===== src/inc/efh_cfg.svh =====
// constants of the elastic fifo host: register map, fields, timing
// assumes a 25 MHz pclk and a 32-bit apb slave port
`ifndef EFH_CFG_SVH
`define EFH_CFG_SVH

// ****************************************************
// geometry of the attached store
// ****************************************************
`define EFH_DEPTH 16
`define EFH_WORD_W 4

// ****************************************************
// register byte offsets
// ****************************************************
`define EFH_ADDR_W 12
`define EFH_OFF_CTRL 12'h000
`define EFH_OFF_PUSH 12'h004
`define EFH_OFF_RDATA 12'h008
`define EFH_OFF_STATUS 12'h00C

// ****************************************************
// field positions
// ****************************************************
`define EFH_CTRL_CLEAR 0
`define EFH_CTRL_POP 1
`define EFH_CTRL_OE 2
`define EFH_RD_NEW 8
`define EFH_ST_SPACE 0
`define EFH_ST_VALID 1
`define EFH_ST_BUSY 2
`define EFH_ST_READY 3
`define EFH_ST_CNT_LSB 8

// ****************************************************
// reset values and timing
// ****************************************************
`define EFH_RST_WORD 4'h0
`define EFH_CLK_NS 40
`define EFH_MC_NS 100
`define EFH_STB_NS 80
`define EFH_MC_CYC ((`EFH_MC_NS + `EFH_CLK_NS - 1) / `EFH_CLK_NS)
`define EFH_STB_CYC ((`EFH_STB_NS + `EFH_CLK_NS - 1) / `EFH_CLK_NS)

`endif


===== src/inc/efh_pkg.sv =====
// types shared by the elastic fifo host files
// assumes efh_cfg.svh is on the include path
`include "efh_cfg.svh"

package efh_pkg;

    // ****************************************************
    // controller states
    // ****************************************************
    typedef enum logic [2:0] {
        S_CLEAR = 3'b000,
        S_IDLE = 3'b001,
        S_PUSH_WAIT = 3'b010,
        S_PUSH_HI = 3'b011,
        S_PUSH_HOLD = 3'b100,
        S_POP_WAIT = 3'b101,
        S_POP_HI = 3'b110,
        S_POP_SETTLE = 3'b111
    } efh_state_e;

    // ****************************************************
    // pins toward and from the store
    // ****************************************************
    typedef struct packed {
        logic master_clear;
        logic push_strobe;
        logic pop_strobe;
        logic out_en_n;
        logic [`EFH_WORD_W-1:0] write_word;
    } efh_pins_out_s;

    typedef struct packed {
        logic input_space;
        logic output_valid_flag;
        logic [`EFH_WORD_W-1:0] read_word;
    } efh_pins_in_s;

endpackage


===== src/logic/efh_pulse.sv =====
// fixed-width strobe generator used for every pin pulse of the host
// assumes start is only raised while the strobe is idle
`timescale 1ns/10ps

module efh_pulse #(
    parameter int WIDTH = 2
) (
    input wire logic pclk, // system clock
    input wire logic presetn, // async reset, active low
    input wire logic start, // begin a pulse
    output logic active, // strobe level, high for WIDTH cycles
    output logic done // last high cycle of the strobe
);
    localparam int CW = (WIDTH > 1) ? $clog2(WIDTH) : 1;

    logic active_q;
    logic [CW-1:0] cnt_q;

    assign active = active_q;
    assign done = active_q && (cnt_q == '0);

    always_ff @(posedge pclk or negedge presetn) begin
        if (!presetn) begin
            active_q <= 1'b0;
            cnt_q <= '0;
        end else if (!active_q && start) begin
            active_q <= 1'b1;
            cnt_q <= CW'(WIDTH - 1);
        end else if (active_q) begin
            active_q <= (cnt_q != '0);
            cnt_q <= (cnt_q == '0) ? cnt_q : cnt_q - 1'b1;
        end
    end

endmodule // efh_pulse


===== src/logic/efh_host.sv =====
// apb-controlled host that writes and reads an elastic 16x4 fifo store
// assumes the store's flags are synchronous to pclk and pready is unused
//
// The register offsets and the APB interface to the registers were chosen for this implementation.
`timescale 1ns/10ps
`include "efh_cfg.svh"

module efh_host #(
    parameter int DEPTH = `EFH_DEPTH,
    parameter int MC_CYC = `EFH_MC_CYC,
    parameter int STB_CYC = `EFH_STB_CYC
) (
    input wire logic pclk, // system clock, 25 MHz
    input wire logic presetn, // async reset, active low
    input wire logic [`EFH_ADDR_W-1:0] paddr, // apb byte address
    input wire logic psel, // apb select
    input wire logic penable, // apb access phase
    input wire logic pwrite, // apb write
    input wire logic [31:0] pwdata, // apb write data
    output logic [31:0] prdata, // apb read data
    output logic pready, // apb ready, always high
    output logic pslverr, // apb error: unmapped, refused or write to a read-only register
    output efh_pkg::efh_pins_out_s pin_o, // pins driven to the store
    input wire efh_pkg::efh_pins_in_s pin_i // pins read from the store
);
    localparam int CNT_W = $clog2(DEPTH + 1);

    // ****************************************************
    // state
    // ****************************************************
    efh_pkg::efh_state_e state_q, state_d;
    logic mc_go_q;
    logic ready_q;
    logic out_en_q;
    logic oe_n_q;
    logic rd_new_q;
    logic [CNT_W-1:0] cnt_q;
    logic [`EFH_WORD_W-1:0] wword_q;
    logic [`EFH_WORD_W-1:0] rword_q;
    logic [31:0] prdata_q;

    logic mc_active, mc_done;
    logic push_active, push_done;
    logic pop_active, pop_done;

    // ****************************************************
    // apb decode
    // ****************************************************
    wire setup = psel && !penable;
    wire access = psel && penable;
    wire wr_acc = access && pwrite;
    wire rd_acc = access && !pwrite;
    wire sel_ctrl = (paddr == `EFH_OFF_CTRL);
    wire sel_push = (paddr == `EFH_OFF_PUSH);
    wire sel_rdata = (paddr == `EFH_OFF_RDATA);
    wire sel_status = (paddr == `EFH_OFF_STATUS);
    wire mapped = sel_ctrl || sel_push || sel_rdata || sel_status;
    wire idle = (state_q == efh_pkg::S_IDLE);
    wire want_clr = wr_acc && sel_ctrl && pwdata[`EFH_CTRL_CLEAR];
    wire want_pop = wr_acc && sel_ctrl && pwdata[`EFH_CTRL_POP]
        && !pwdata[`EFH_CTRL_CLEAR];
    wire want_push = wr_acc && sel_push;
    wire clr_cmd = want_clr && idle;
    // a pop is refused while nothing is stored so the host never waits
    // on a word that cannot arrive
    wire pop_cmd = want_pop && idle && ready_q && (cnt_q != '0);
    // the host keeps its own word count and refuses a push that would
    // overflow, whatever the flags show
    wire push_cmd = want_push && idle && ready_q
        && (cnt_q < CNT_W'(DEPTH));
    wire refused = (want_clr && !clr_cmd) || (want_pop && !pop_cmd)
        || (want_push && !push_cmd);
    wire ro_write = wr_acc && (sel_rdata || sel_status);

    assign pready = 1'b1;
    assign pslverr = access && (!mapped || refused || ro_write);
    assign prdata = prdata_q;

    wire [31:0] rd_mux =
        sel_ctrl ? {29'h0000_000, out_en_q, 2'b00} :
        sel_rdata ? {23'h00_0000, rd_new_q, 4'h0, rword_q} :
        sel_status ? {{(24 - CNT_W){1'b0}}, cnt_q, 4'h0, ready_q,
            !idle, pin_i.output_valid_flag, pin_i.input_space} :
        32'h0000_0000;

    // ****************************************************
    // sequencing
    // ****************************************************
    // the strobe is only raised on a free input stage
    wire push_start = (state_q == efh_pkg::S_PUSH_WAIT)
        && pin_i.input_space;
    wire pop_start = (state_q == efh_pkg::S_POP_WAIT)
        && pin_i.output_valid_flag;
    wire pop_state = (state_q == efh_pkg::S_POP_WAIT)
        || (state_q == efh_pkg::S_POP_HI);
    // outputs are enabled for every pop so the word can be sampled
    wire oe_n_d = !(out_en_q || pop_state);

    always_comb begin
        state_d = state_q;
        case (state_q)
            efh_pkg::S_CLEAR: begin
                if (mc_done) begin
                    state_d = efh_pkg::S_IDLE;
                end
            end
            efh_pkg::S_IDLE: begin
                if (clr_cmd) begin
                    state_d = efh_pkg::S_CLEAR;
                end else if (push_cmd) begin
                    state_d = efh_pkg::S_PUSH_WAIT;
                end else if (pop_cmd) begin
                    state_d = efh_pkg::S_POP_WAIT;
                end
            end
            efh_pkg::S_PUSH_WAIT: begin
                if (push_start) begin
                    state_d = efh_pkg::S_PUSH_HI;
                end
            end
            efh_pkg::S_PUSH_HI: begin
                // strobe is released after its fixed width, so a word
                // never waits in front with push held high
                if (push_done) begin
                    state_d = efh_pkg::S_PUSH_HOLD;
                end
            end
            efh_pkg::S_PUSH_HOLD: begin
                state_d = efh_pkg::S_IDLE;
            end
            efh_pkg::S_POP_WAIT: begin
                if (pop_start) begin
                    state_d = efh_pkg::S_POP_HI;
                end
            end
            efh_pkg::S_POP_HI: begin
                if (pop_done) begin
                    state_d = efh_pkg::S_POP_SETTLE;
                end
            end
            efh_pkg::S_POP_SETTLE: begin
                // pop is low here, before any further pop can start
                state_d = efh_pkg::S_IDLE;
            end
            default: begin
                state_d = efh_pkg::S_CLEAR;
            end
        endcase
    end

    // ****************************************************
    // registers
    // ****************************************************
    // mc_go_q resets high so the first action after reset is a clear
    always_ff @(posedge pclk or negedge presetn) begin
        if (!presetn) begin
            state_q <= efh_pkg::S_CLEAR;
            mc_go_q <= 1'b1;
            ready_q <= 1'b0;
            oe_n_q <= 1'b1;
        end else begin
            state_q <= state_d;
            mc_go_q <= clr_cmd;
            ready_q <= ready_q || mc_done;
            oe_n_q <= oe_n_d;
        end
    end

    always_ff @(posedge pclk or negedge presetn) begin
        if (!presetn) begin
            cnt_q <= '0;
        end else if (mc_done) begin
            cnt_q <= '0;
        end else if (state_q == efh_pkg::S_PUSH_HOLD) begin
            cnt_q <= cnt_q + 1'b1;
        end else if (state_q == efh_pkg::S_POP_SETTLE) begin
            cnt_q <= cnt_q - 1'b1;
        end
    end

    // write word is loaded at acceptance, a full cycle before the strobe
    always_ff @(posedge pclk or negedge presetn) begin
        if (!presetn) begin
            wword_q <= `EFH_RST_WORD;
        end else if (push_cmd) begin
            wword_q <= pwdata[`EFH_WORD_W-1:0];
        end
    end

    // a new word sets rd_new even in the cycle software reads it
    always_ff @(posedge pclk or negedge presetn) begin
        if (!presetn) begin
            rword_q <= `EFH_RST_WORD;
            rd_new_q <= 1'b0;
        end else if (pop_done) begin
            rword_q <= pin_i.read_word;
            rd_new_q <= 1'b1;
        end else if (rd_acc && sel_rdata) begin
            rd_new_q <= 1'b0;
        end
    end

    always_ff @(posedge pclk or negedge presetn) begin
        if (!presetn) begin
            out_en_q <= 1'b0;
            prdata_q <= 32'h0000_0000;
        end else begin
            if (wr_acc && sel_ctrl) begin
                out_en_q <= pwdata[`EFH_CTRL_OE];
            end
            if (setup && !pwrite) begin
                prdata_q <= rd_mux;
            end
        end
    end

    // ****************************************************
    // strobe generators
    // ****************************************************
    efh_pulse #(.WIDTH(MC_CYC)) u_mc (
        .pclk(pclk),
        .presetn(presetn),
        .start(mc_go_q),
        .active(mc_active),
        .done(mc_done)
    );

    efh_pulse #(.WIDTH(STB_CYC)) u_push (
        .pclk(pclk),
        .presetn(presetn),
        .start(push_start),
        .active(push_active),
        .done(push_done)
    );

    efh_pulse #(.WIDTH(STB_CYC)) u_pop (
        .pclk(pclk),
        .presetn(presetn),
        .start(pop_start),
        .active(pop_active),
        .done(pop_done)
    );

    // one driver for the whole pin bundle, fields in declaration order
    assign pin_o = {mc_active, push_active, pop_active, oe_n_q, wword_q};
endmodule // efh_host


===== config.mk =====
export PLATFORM = sky130hd
export DESIGN_NAME = efh_host
export DESIGN_NICKNAME = d
export VERILOG_FILES = /design/src/inc/efh_pkg.sv /design/src/logic/efh_pulse.sv /design/src/logic/efh_host.sv
export VERILOG_INCLUDE_DIRS = /design/src /design/src/inc
export SDC_FILE = /design/constraint.sdc
export NUM_CORES = 1
export LEC_CHECK = 0
export ABC_AREA = 1
export CORE_MARGIN = 5
export CORE_UTILIZATION = 40
export DETAILED_ROUTE_END_ITERATION = 8
export DONT_BUFFER_PORTS = 1
export PLACE_DENSITY = 0.53
export SYNTH_ARGS = -nofsm -noshare
export SYNTH_HDL_FRONTEND = slang
export SYNTH_SLANG_ARGS = --single-unit

===== constraint.sdc =====
create_clock -name pclk -period 2.6 [get_ports pclk]
set_clock_uncertainty 0.15 [all_clocks]
set_input_delay 0.52 -clock pclk [delete_from_list [all_inputs] [get_ports pclk]]
set_output_delay 0.52 -clock pclk [all_outputs]
set_load 0.02 [all_outputs]

# == After elaboration in Yosys (flattened, before gate mapping) ==
# Index checks and enable logic that the tools add are counted.
# op_classes
addsub,5
multipliers,0
div_mod_pow,0
order_cmp,1
n_eq_ne,17
shifts,0
mux,32
bitwise,2
n_reduce_logical,67
# op_table
operator,count
2-to-1 mux 13 bit,3
logical AND 1 bit,31
equality test 12 x 4 -> 1 bit (second input constant),2
2-to-1 mux 3 bit,8
case mux 3 bit (7 select lines),1
2-to-1 mux 5 bit,3
2-to-1 mux 1 bit,14
equality test 12 x 3 -> 1 bit (second input constant),1
equality test 3 bit (second input constant),4
zero test 1 bit,12
zero test 12 bit,1
logical OR 1 bit,11
nonzero test 2 bit,5
inequality test 2 bit (second input constant),4
equality test 3 x 2 -> 1 bit (second input constant),2
2-to-1 mux 2 bit,3
AND reduction 6 bit,1
adder 5 x 1 -> 5 bit (second input constant),1
< comparator 5 bit (second input constant),1
nonzero test 5 bit,1
subtractor 5 x 1 -> 5 bit (second input constant),1
inequality test 2 x 1 -> 1 bit (second input constant),2
inequality test 4 x 1 -> 1 bit (second input constant),1
equality test 3 x 1 -> 1 bit (second input constant),1
8 further kinds,10
# word_totals
regBits,60
latchBits,0
mem_bits_rw,0
romBits,0
inputBits,55
output_inout_bits,42
wordCells,140
mem_count,0

# == Logic depth before layout (Yosys ltp) ==
# Gate-level depths: netlist (run 1).
# depth
ltp_word,15
ltp_mapped,11
depth_no_buf,11

# == Hierarchy ==
# From an unflattened synthesis (run 1), not the netlist that was laid out.
# hier_totals
cells_unflattened,292
hier_area_um2,2346.0
# modules_own_cells
module,n_inst,cells_each,area_each_um2
efh_host,1,254,2038.2
efh_pulse (u_mc),1,20,155.1
efh_pulse (u_pop ...),2,9,76.3

# == Worst setup path before layout (run 1) ==
# OpenSTA, ideal clock, no wires.
# synth_timing
path_kind,in2out
start,input paddr[9]
end,output pslverr
arrival_ns,1.604
slack_ns,0.326
cell_stages,7
path_buffers,0
cell_sequence,nor2_1 nand2_2 nor2_8 nand3_2 nor3_1 nor2_1 a21oi_1
# synth_via
elab_chain_len,14
word_cells_on_any_way,33
# synth_rtl
element,line_no,rtl
from (decl),efh_host.sv:15,"input wire logic [`EFH_ADDR_W-1:0] paddr,"
zero test 12 bit (no line),--,
logical AND 1 bit,"efh_host.sv:59, efh_host.sv:60",
logical AND 1 bit (2 in a row),efh_host.sv:60,wire want_pop = wr_acc && sel_ctrl && pwdata[`EFH_CTRL_POP]
logical AND 1 bit (3 in a row),efh_host.sv:66,wire pop_cmd = want_pop && idle && ready_q && (cnt_q != '0);
zero test 1 bit,efh_host.sv:71,wire refused = (want_clr && !clr_cmd) || (want_pop && !pop_cmd)
logical AND 1 bit,efh_host.sv:71,
logical OR 1 bit,efh_host.sv:71,
logical OR 1 bit,efh_host.sv:72,|| (want_push && !push_cmd);
logical OR 1 bit,efh_host.sv:76,assign pslverr = access && (!mapped || refused || ro_write);
logical OR 1 bit *,efh_host.sv:76,
logical AND 1 bit *,efh_host.sv:76,
to (decl),efh_host.sv:22,"output logic pslverr,"
# Every way passes the cells marked *; elsewhere a longest branch is shown, timed or not.

# == Worst setup path in the final report (run 1) ==
# layout_timing
start,register state_q[1]
end,output pslverr
# layout_via
elab_chain_len,11
word_cells_on_any_way,19
# layout_rtl
element,line_no,rtl
from (decl),efh_host.sv:31,"efh_pkg::efh_state_e state_q, state_d;"
from (signal assigned),efh_host.sv:157,state_q <= efh_pkg::S_CLEAR;
from (signal assigned),efh_host.sv:162,state_q <= state_d;
equality test 3 x 1 -> 1 bit *,efh_host.sv:58,wire idle = (state_q == efh_pkg::S_IDLE);
logical AND 1 bit (3 in a row),efh_host.sv:66,
zero test 1 bit,efh_host.sv:71,
logical AND 1 bit,efh_host.sv:71,
logical OR 1 bit,efh_host.sv:71,
logical OR 1 bit *,efh_host.sv:72,
logical OR 1 bit * (2 in a row),efh_host.sv:76,
logical AND 1 bit *,efh_host.sv:76,
# Marked as above.

==> results of run 1 <==
## placed cells by master, fill, tap and decap left out, drive strengths merged, types with 7 or more instances in the layout
| cell type | count |
|---|---|
| a21oi | 8 |
| clkbuf | 7 |
| conb | 24 |
| dfrtp | 35 |
| inv | 28 |
| nand2 | 81 |
| nand3 | 22 |
| nor2 | 31 |
| nor3 | 9 |
| o21ai | 12 |
## logic make-up (layout without fill, tap and decap cells)
group | count (synthesis) | after routing | synth area share (%)
AOI/OAI and AO/OA | 26 | 26 | 6.32
xor gates and xnor gates | 4 | 4 | 1.55
adders and majority gates | 5 | 5 | 3.11
buffers and inverters | 58 | 40 | 14.4
DFF | 37 | 37 | 41.2
muxes | 3 | 3 | 1.50
other | 2 | 24 | 0.333
and+or+nand+nor | 145 | 145 | 31.7
## report_power, final
part	total [mW]	internal [mW]	switching [mW]
Clock	0.440	0.239	0.200
Sequential	0.825	0.693	0.132
Combinational	0.660	0.271	0.390
Total	1.92	1.20	0.721
## flip-flops by register name (all words and copies together), names as in the netlist, 2 cells and up
| name | flops |
|---|---|
| u_mc.cnt_q | 2 |
| rword_q | 4 |
| wword_q | 4 |
| prdata | 9 |
| cnt_q | 5 |
| state_q | 3 |
## layer usage
| layer | global-route usage [%] | wire, um | up-vias |
|---|---|---|---|
| met5 | 0 | 0 | - |
| met4 | 3.88 | 49 | 0 |
| met3 | 5.05 | 358 | 6 |
| met2 | 19.6 | 2030 | 50 |
| met1 | 17.2 | 2030 | 746 |
| li1 | - | - | 848 |
## worst paths after layout
path                                  from          to  slack [ns]
worst max-delay path            state_q[1]     pslverr        0.17
worst min-delay path             pwdata[3]  wword_q[3]        0.19
worst max register to register  state_q[0]    cnt_q[4]        0.50
worst min register to register    out_en_q      oe_n_q        0.33
max in group asynchronous          presetn      oe_n_q        1.50
min in group asynchronous          presetn   prdata[0]        0.54
## layout make-up
cell class,instances,area [um2]
Clock buffer,7,96.3
Clock inverter,1,5.00
Fill cell,555,3150
Inverter,29,109
Multi-Input combinational cell,207,1090
Sequential cell,37,928
Tap cell,72,90.1
Timing Repair Buffer,3,37.5
## what timing repair did
action / 4_1_cts / 5_1_grt
setup endpoints to repair: 0 / 1
hold buffers: 2 / 0
endpoints found under the hold margin: 37 / 0
buffers inserted: 0 / 0
resized for setup: 0 / 1
==> flow_summary.json, run 1 <==
{
  "outcome": "finished, final reports clean",
  "place.gp.congestion": 0.803,
  "dp.cells": 346,
  "drive_gt1_share_pct": 13.4,
  "cp_slowest_cell": "dfrtp_1",
  "die_h_um": 85.1,
  "clock_latency_ns": 0.29,
  "syn_avg_cell_area_um2": 8.06,
  "grt_setup_unrepaired": "false",
  "clock.fmax_mhz": 411,
  "synth_edf_count": 0,
  "critPathCaptureType": "output pin",
  "ir_drop_mv": 0.361,
  "fp.coreArea_um2": 5510,
  "fin_tns_setup_ns": 0,
  "cp.depth": 9,
  "fp-row-count": 27,
  "route.detailed.drc": 0,
  "max-cap-violations": 0,
  "cts-root-buf": "clkbuf_8",
  "cts-buffers-inserted": 5,
  "antenna_found_initial": 0,
  "min_period_ns": 2.43,
  "crit_fanout": 5,
  "first_global_vias": 1570,
  "netlist_instances": 280,
  "maxSlewViolCount": 0,
  "antenna_left": 0,
  "power.leakage_nw": 1.18,
  "critical_path.top_delay_family": "simple AND/OR/NAND/NOR gates",
  "clk_pin_slew_worst_paths_ns": 0.07,
  "hold_class": "input pin to register",
  "grt_overflow": 0,
  "final_nets": 343,
  "instances_no_fill": 356,
  "total_power_mw": 1.92,
  "synth_common_cells": "nand2_1, dfrtp_1, buf_4, inv_1, nor2_1",
  "finalWirelength_um": 4460,
  "placed_area_um2": 2220,
  "crit_chain": "inv_1 > nand2_2 > nor2_4 > nand2_1 > a21oi_2 > nor3_1 > nor2_1 > a21oi_1 > buf_4",
  "ys.flop_type": "dfrtp_1",
  "fin_util_pct": 42.8,
  "required_ns": 1.93,
  "synth.most_common_cell": "nand2_1",
  "antenna_cells": 0,
  "areaGrowthSynthToFinish_pct": 4.44,
  "io_pins": 97,
  "pwr_density_cell_nw_per_um2": 817,
  "yosysUniqueCellTypes": 33,
  "wl_per_cell_um": 12.5,
  "hold_depth": 2,
  "synth_top_area_share_pct": 38.8,
  "dpl.hpwl_um": 3430,
  "cts_tree": "yes",
  "route.vias.total": 1650,
  "grt_usage_pct": 13.0,
  "cp.arrival_ns": 1.76,
  "grt_first_pass_wirelength_um": 7450,
  "finalSetupViolCount": 0,
  "portBuffers": 0,
  "yosysTopAreaCell": "dfrtp_1",
  "path_buf_inv": 2,
  "async_flop_share_pct": 100,
  "hold_slack_ns": 0.190,
  "critPathKind": "register to output pin",
  "place_ws_ns": 0.334,
  "drtPass1Iterations": 4,
  "yosys-top-cells-area": "dfrtp_1, nand2_1, buf_4, inv_1, nor2_1",
  "grt_max_degree": 38,
  "ys_warn_count": 0,
  "start_kind": "register",
  "slowest_delay_ns": 0.41,
  "start_util_pct": 41.0,
  "synth_seq_cells": 37,
  "die_x_um": 85.1,
  "netlist_area_um2": 2260,
  "vias_per_cell": 4.63,
  "htree_levels": 2,
  "post-route-cell-area_um2": 2360,
  "cts.sinks": 37,
  "hold_viol": 0,
  "setup_ws_ns": 0.165,
  "ff2ff_path_depth": 7,
  "drtIter0Drc": 43,
  "ys_seq_area_share_pct": 41.2,
  "finalCritPeriodShare_pct": 93.6,
  "clockBufferDepth": 2,
  "die_area_um2": 7240
}
Power figures use the tool's default switching activity.
==> inputs of run 2 (changes only) <==
- CAP_MARGIN: unset -> 20
- CORE_UTILIZATION: 40 -> 55
- PLACE_DENSITY: 0.53 -> 0.69
==> run 2 against run 1 <==
Hold slack hardly changed. Worst setup slack better by 0.0032 ns. Global-route usage is 4.5 points higher. Sequential power hardly changed. Wire length is 7.0% lower. Total power is 1.9% lower. Via count is 0.67% higher. Fmax is 0.13% higher. Combinational power is 0.8% lower. Cell count is 6.2% lower. Die area is 24% lower. Non-clock buffer count stayed put.
==> flow_summary.json, run 2 (synthesis gave the netlist of run 1 again) <==
{
  "grt_overflow": 0,
  "max-cap-violations": 0,
  "seqCellArea_um2": 928,
  "clockBufferDepth": 2,
  "die_area_um2": 5480,
  "place.gp.congestion": 0.899,
  "crit_fanout": 5,
  "fillCellCount": 389,
  "maxSlewViolCount": 0,
  "drtPass1Iterations": 4,
  "portBuffers": 0,
  "cp_slowest_cell": "dfrtp_1",
  "critPathCaptureType": "output pin",
  "hold_class": "input pin to register",
  "antenna_cells": 0,
  "finalWirelength_um": 4150,
  "final_nets": 343,
  "fin_tns_setup_ns": 0,
  "grt_usage_pct": 17.5,
  "cp.arrival_ns": 1.76,
  "cts.sinks": 37,
  "antenna_found_initial": 0,
  "antenna_left": 0,
  "grt_max_degree": 38,
  "first_global_vias": 1694,
  "vias_per_cell": 4.97,
  "route.detailed.drc": 0,
  "layout_commonest_cell": "nand2_1",
  "post_cts_buffers": 0,
  "cts_tree": "yes",
  "hold_viol": 0,
  "fp.coreArea_um2": 4000,
  "io_pins": 97,
  "final_cell_mix": "nand2_1, dfrtp_1, inv_1, conb_1, nor2_1",
  "cts-buffers-inserted": 5,
  "power.leakage_nw": 1.17,
  "fin_util_pct": 57.8,
  "clock_latency_ns": 0.29,
  "htree_levels": 2,
  "critPathKind": "register to output pin",
  "clock.fmax_mhz": 411,
  "grt_first_pass_wirelength_um": 7440,
  "cts-root-buf": "clkbuf_8",
  "grt_setup_unrepaired": "false",
  "fp-row-count": 23,
  "drtIter0Drc": 122,
  "clk_pin_slew_worst_paths_ns": 0.07,
  "wl_per_cell_um": 12.4,
  "multi_input_area_um2": 1090,
  "drive_gt1_share_pct": 12.3,
  "areaGrowthSynthToFinish_pct": 2.55,
  "finalCritPeriodShare_pct": 93.5,
  "crit_chain": "inv_1 > nand2_2 > nor2_4 > nand2_1 > a21oi_1 > nor3_1 > nor2_1 > a21oi_1 > buf_4",
  "crit_top_cell": "a21oi_1",
  "slowest_delay_ns": 0.41,
  "start_util_pct": 56.4,
  "die_x_um": 74.0,
  "outcome": "finished, final reports clean",
  "largest_reg_flops": 9,
  "die_h_um": 74.0,
  "dpl.hpwl_um": 3270,
  "finalSetupViolCount": 0,
  "required_ns": 1.93,
  "pwr_density_cell_nw_per_um2": 817,
  "min_period_ns": 2.43,
  "route.vias.total": 1661,
  "ir_drop_mv": 0.368,
  "start_kind": "register"
}
-- run 2: cell types whose count changed in the layout (fill, tap and decap cells not counted) --
cell,change
clkinv_2,-1
clkbuf_8,-1
a21oi_1,+1
clkbuf_1,+2
a21oi_2,-1
-- run 2: what timing repair did --
item,CTS,global route
hold buffers,2,0
endpoints found under the hold margin,37,0
resized for setup,0,0
-- run 2: per-layer routing --
metal | share of wire, % | track usage, % | vias to the layer above | wire length [um]
met3 | 7.4 | 4.32 | 7 | 307
met2 | 48 | 28.6 | 48 | 1980
met4 | 1.6 | 6.04 | 0 | 66
met1 | 43 | 22.5 | 765 | 1790
li1 | - | - | 841 | -
met5 | 0 | 0 | - | 0
-- run 2: worst paths after layout --
kind | start | endpoint | slack (ns) | cells after the start
max | state_q[1] | pslverr | 0.17 | 9
min | pwdata[2] | out_en_q | 0.19 | 2
max reg2reg | state_q[0] | cnt_q[4] | 0.53 | 7
min reg2reg | out_en_q | oe_n_q | 0.30 | 1
max in group asynchronous | presetn | mc_go_q | 1.51 | 2
min in group asynchronous | presetn | prdata[11] | 0.53 | 2
-- run 2: final cells by class --
| cell class | instances | share of cell area (%) |
|---|---|---|
| Timing Repair Buffer | 3 | 1.62 |
| Inverter | 29 | 4.71 |
| Sequential cell | 37 | 40.1 |
| Clock buffer | 8 | 3.89 |
| Multi-Input combinational cell | 207 | 46.9 |
| Tap cell | 50 | 2.70 |
-- run 2: through the flow --
step / cell area, um2 / power, mW / hold slack (ns) / cells / setup slack (ns)
CTS: 2310 / 1.91 / 0.183 / 334 / 0.157
global route: 2310 / 2.05 / 0.213 / 334 / 0.0219
floorplan: 2340 / 1.40 / 0.0744 / 302 / 0.326
detailed placement: 2190 / 1.48 / 0.0753 / 324 / 0.291
global placement: 2190 / 1.46 / 0.0753 / 324 / 0.322
finish: 2310 / 1.89 / 0.190 / 334 / 0.168
-- run 2: where the power goes --
| part | internal (mW) | switching, mW | leakage (nW) | total [mW] |
|---|---|---|---|---|
| Clock | 0.216 | 0.194 | 0.0455 | 0.410 |
| Sequential | 0.694 | 0.130 | 0.480 | 0.824 |
| Combinational | 0.270 | 0.385 | 0.643 | 0.655 |
-- run 2: critical path: cells and delay by family, from the launching register on --
kind | cells | cell delay (ns)
buf+inv | 2 | 0.31
compound gates | 2 | 0.28
flops | 1 | 0.41
simple gates | 5 | 0.48
==> inputs of run 3 (changes only) <==
- ABC_CLOCK_PERIOD_IN_PS: unset -> 2600
- CORE_ASPECT_RATIO: unset -> 0.6
- CORE_MARGIN: 5 -> unset
==> run 3 against run 2 <==
Total power increased by 9.8%. Combinational power rose by 2%. Core utilization up 4.5 points. Die area down 20%. Non-clock buffer count up 1. Critical endpoint unchanged. Highest routed layer unchanged. Final area is 2.1% higher. Largest power group unchanged.
==> flow_summary.json, run 3 (synthesis gave the netlist of run 1 again) <==
{
  "outcome": "finished, final reports clean",
  "fp.coreArea_um2": 3790,
  "crit_chain": "inv_2 > nand2_2 > nor2_4 > nand2_1 > a21oi_1 > nor3_1 > nor2_1 > a21oi_1 > buf_4",
  "grt_usage_pct": 21.9,
  "instances_no_fill": 332,
  "antenna_cells": 0,
  "clock_latency_ns": 0.29,
  "setup_ws_ns": 0.173,
  "clk_pin_slew_worst_paths_ns": 0.07,
  "wl_per_cell_um": 12.5,
  "areaGrowthSynthToFinish_pct": 4.66,
  "die_x_um": 84.7,
  "critPathCaptureType": "output pin",
  "grt_first_pass_wirelength_um": 7220,
  "ir_drop_mv": 0.625,
  "dp.cells": 322,
  "hold_class": "input pin to register",
  "portBuffers": 0,
  "required_ns": 1.93,
  "drtIter0Drc": 99,
  "grt_max_degree": 38,
  "route.vias.total": 1654,
  "layout_commonest_cell": "nand2_1",
  "place.gp.congestion": 0.784,
  "route.detailed.drc": 0,
  "min_period_ns": 2.43,
  "finalWirelength_um": 4150,
  "antenna_found_initial": 0,
  "vias_per_cell": 4.98,
  "r2r_start": "state_q[0]",
  "post_cts_buffers": 0,
  "hold_slack_ns": 0.200,
  "grt_setup_unrepaired": "false",
  "cp.arrival_ns": 1.76,
  "antenna_left": 0,
  "final_nets": 344,
  "start_kind": "register",
  "clockBufferDepth": 2,
  "cts-buffers-inserted": 5,
  "place_ws_ns": 0.255,
  "first_global_vias": 1559,
  "clock.fmax_mhz": 412,
  "io_pins": 97,
  "htree_levels": 2,
  "die_area_um2": 4370,
  "crit_top_cell": "a21oi_1",
  "cts.sinks": 37,
  "finalSetupViolCount": 0,
  "grt_overflow": 0,
  "fp-row-count": 17,
  "drive_gt1_share_pct": 13.7,
  "drtPass1Iterations": 6,
  "die_h_um": 51.6,
  "start_util_pct": 59.6,
  "fin_tns_setup_ns": 0,
  "hold_viol": 0,
  "final_cell_mix": "nand2_1, dfrtp_1, inv_1, conb_1, nor2_1",
  "largest_reg_flops": 9,
  "cts_tree": "yes",
  "hp-start": "pwdata[3]",
  "power.leakage_nw": 1.20,
  "critPathKind": "register to output pin",
  "dpl.hpwl_um": 3280,
  "critPathLaunch": "state_q[1]",
  "pwr_density_cell_nw_per_um2": 878,
  "cp_slowest_cell": "dfrtp_1",
  "finalCritPeriodShare_pct": 93.4,
  "cts-root-buf": "clkbuf_8",
  "crit_fanout": 5,
  "slowest_delay_ns": 0.43,
  "maxSlewViolCount": 0,
  "max-cap-violations": 0
}
run 3: changes by cell type in the layout (fill, tap and decap cells not counted), sizes merged:
| cell | change |
|---|---|
| bufinv | +2 |
| buf | +1 |
| clkbuf | -3 |
| clkinv | +1 |
run 3: area by class of cell:
cell class              instances  area (um2)
fillers                       321        1430
inverters                      29         109
well taps                      47        58.8
repair buffers                  4        45.0
multi-input cells             207        1090
flip-flops and latches         37         928
clock inverters                 3        65.1
clock buffers                   5        68.8
run 3: what timing repair did:
item                                    4_1_cts  5_1_grt
hold buffers                                  2        0
hold endpoints to repair                     37        0
resized for setup                             0        1
endpoints found under the setup margin        0        1
run 3: worst paths after layout:
path / to / slack [ns] / cells after the start
max: pslverr / 0.17 / 9
min: wword_q[3] / 0.20 / 2
max reg2reg: cnt_q[4] / 0.52 / 7
min reg2reg: oe_n_q / 0.31 / 1
max in group asynchronous: mc_go_q / 1.50 / 2
min in group asynchronous: prdata[0] / 0.54 / 2
run 3: stage by stage:
stage / util (%) / power (mW) / cell area, um2
finish: 62.4 / 2.07 / 2360
global route: 62.4 / 2.24 / 2360
CTS: 62.4 / 2.09 / 2360
detailed placement: 58.0 / 1.49 / 2200
global placement: 58.0 / 1.48 / 2200
floorplan: - / 1.40 / 2340
run 3: layer usage:
layer | share of wire [%] | wire length, um | global-route usage [%]
met1 | 53 | 2200 | 31.4
met2 | 39 | 1610 | 32.4
met3 | 7.7 | 318 | 6.35
met4 | 0.72 | 30 | 6.21
met5 | 0 | 0 | 0
run 3: worst max-delay path, delay by kind of cell (launching register included):
kind                   cells  cell delay [ns]
AND/OR/NAND/NOR            5             0.51
flip-flops                 1             0.43
buffers and inverters      2             0.27
AO/OA/AOI/OAI              2             0.26
run 3: where the power goes:
group	switching (mW)	internal, mW	total, mW
Combinational	0.398	0.272	0.670
Sequential	0.134	0.694	0.828
Clock	0.195	0.381	0.576
Total	0.728	1.35	2.07
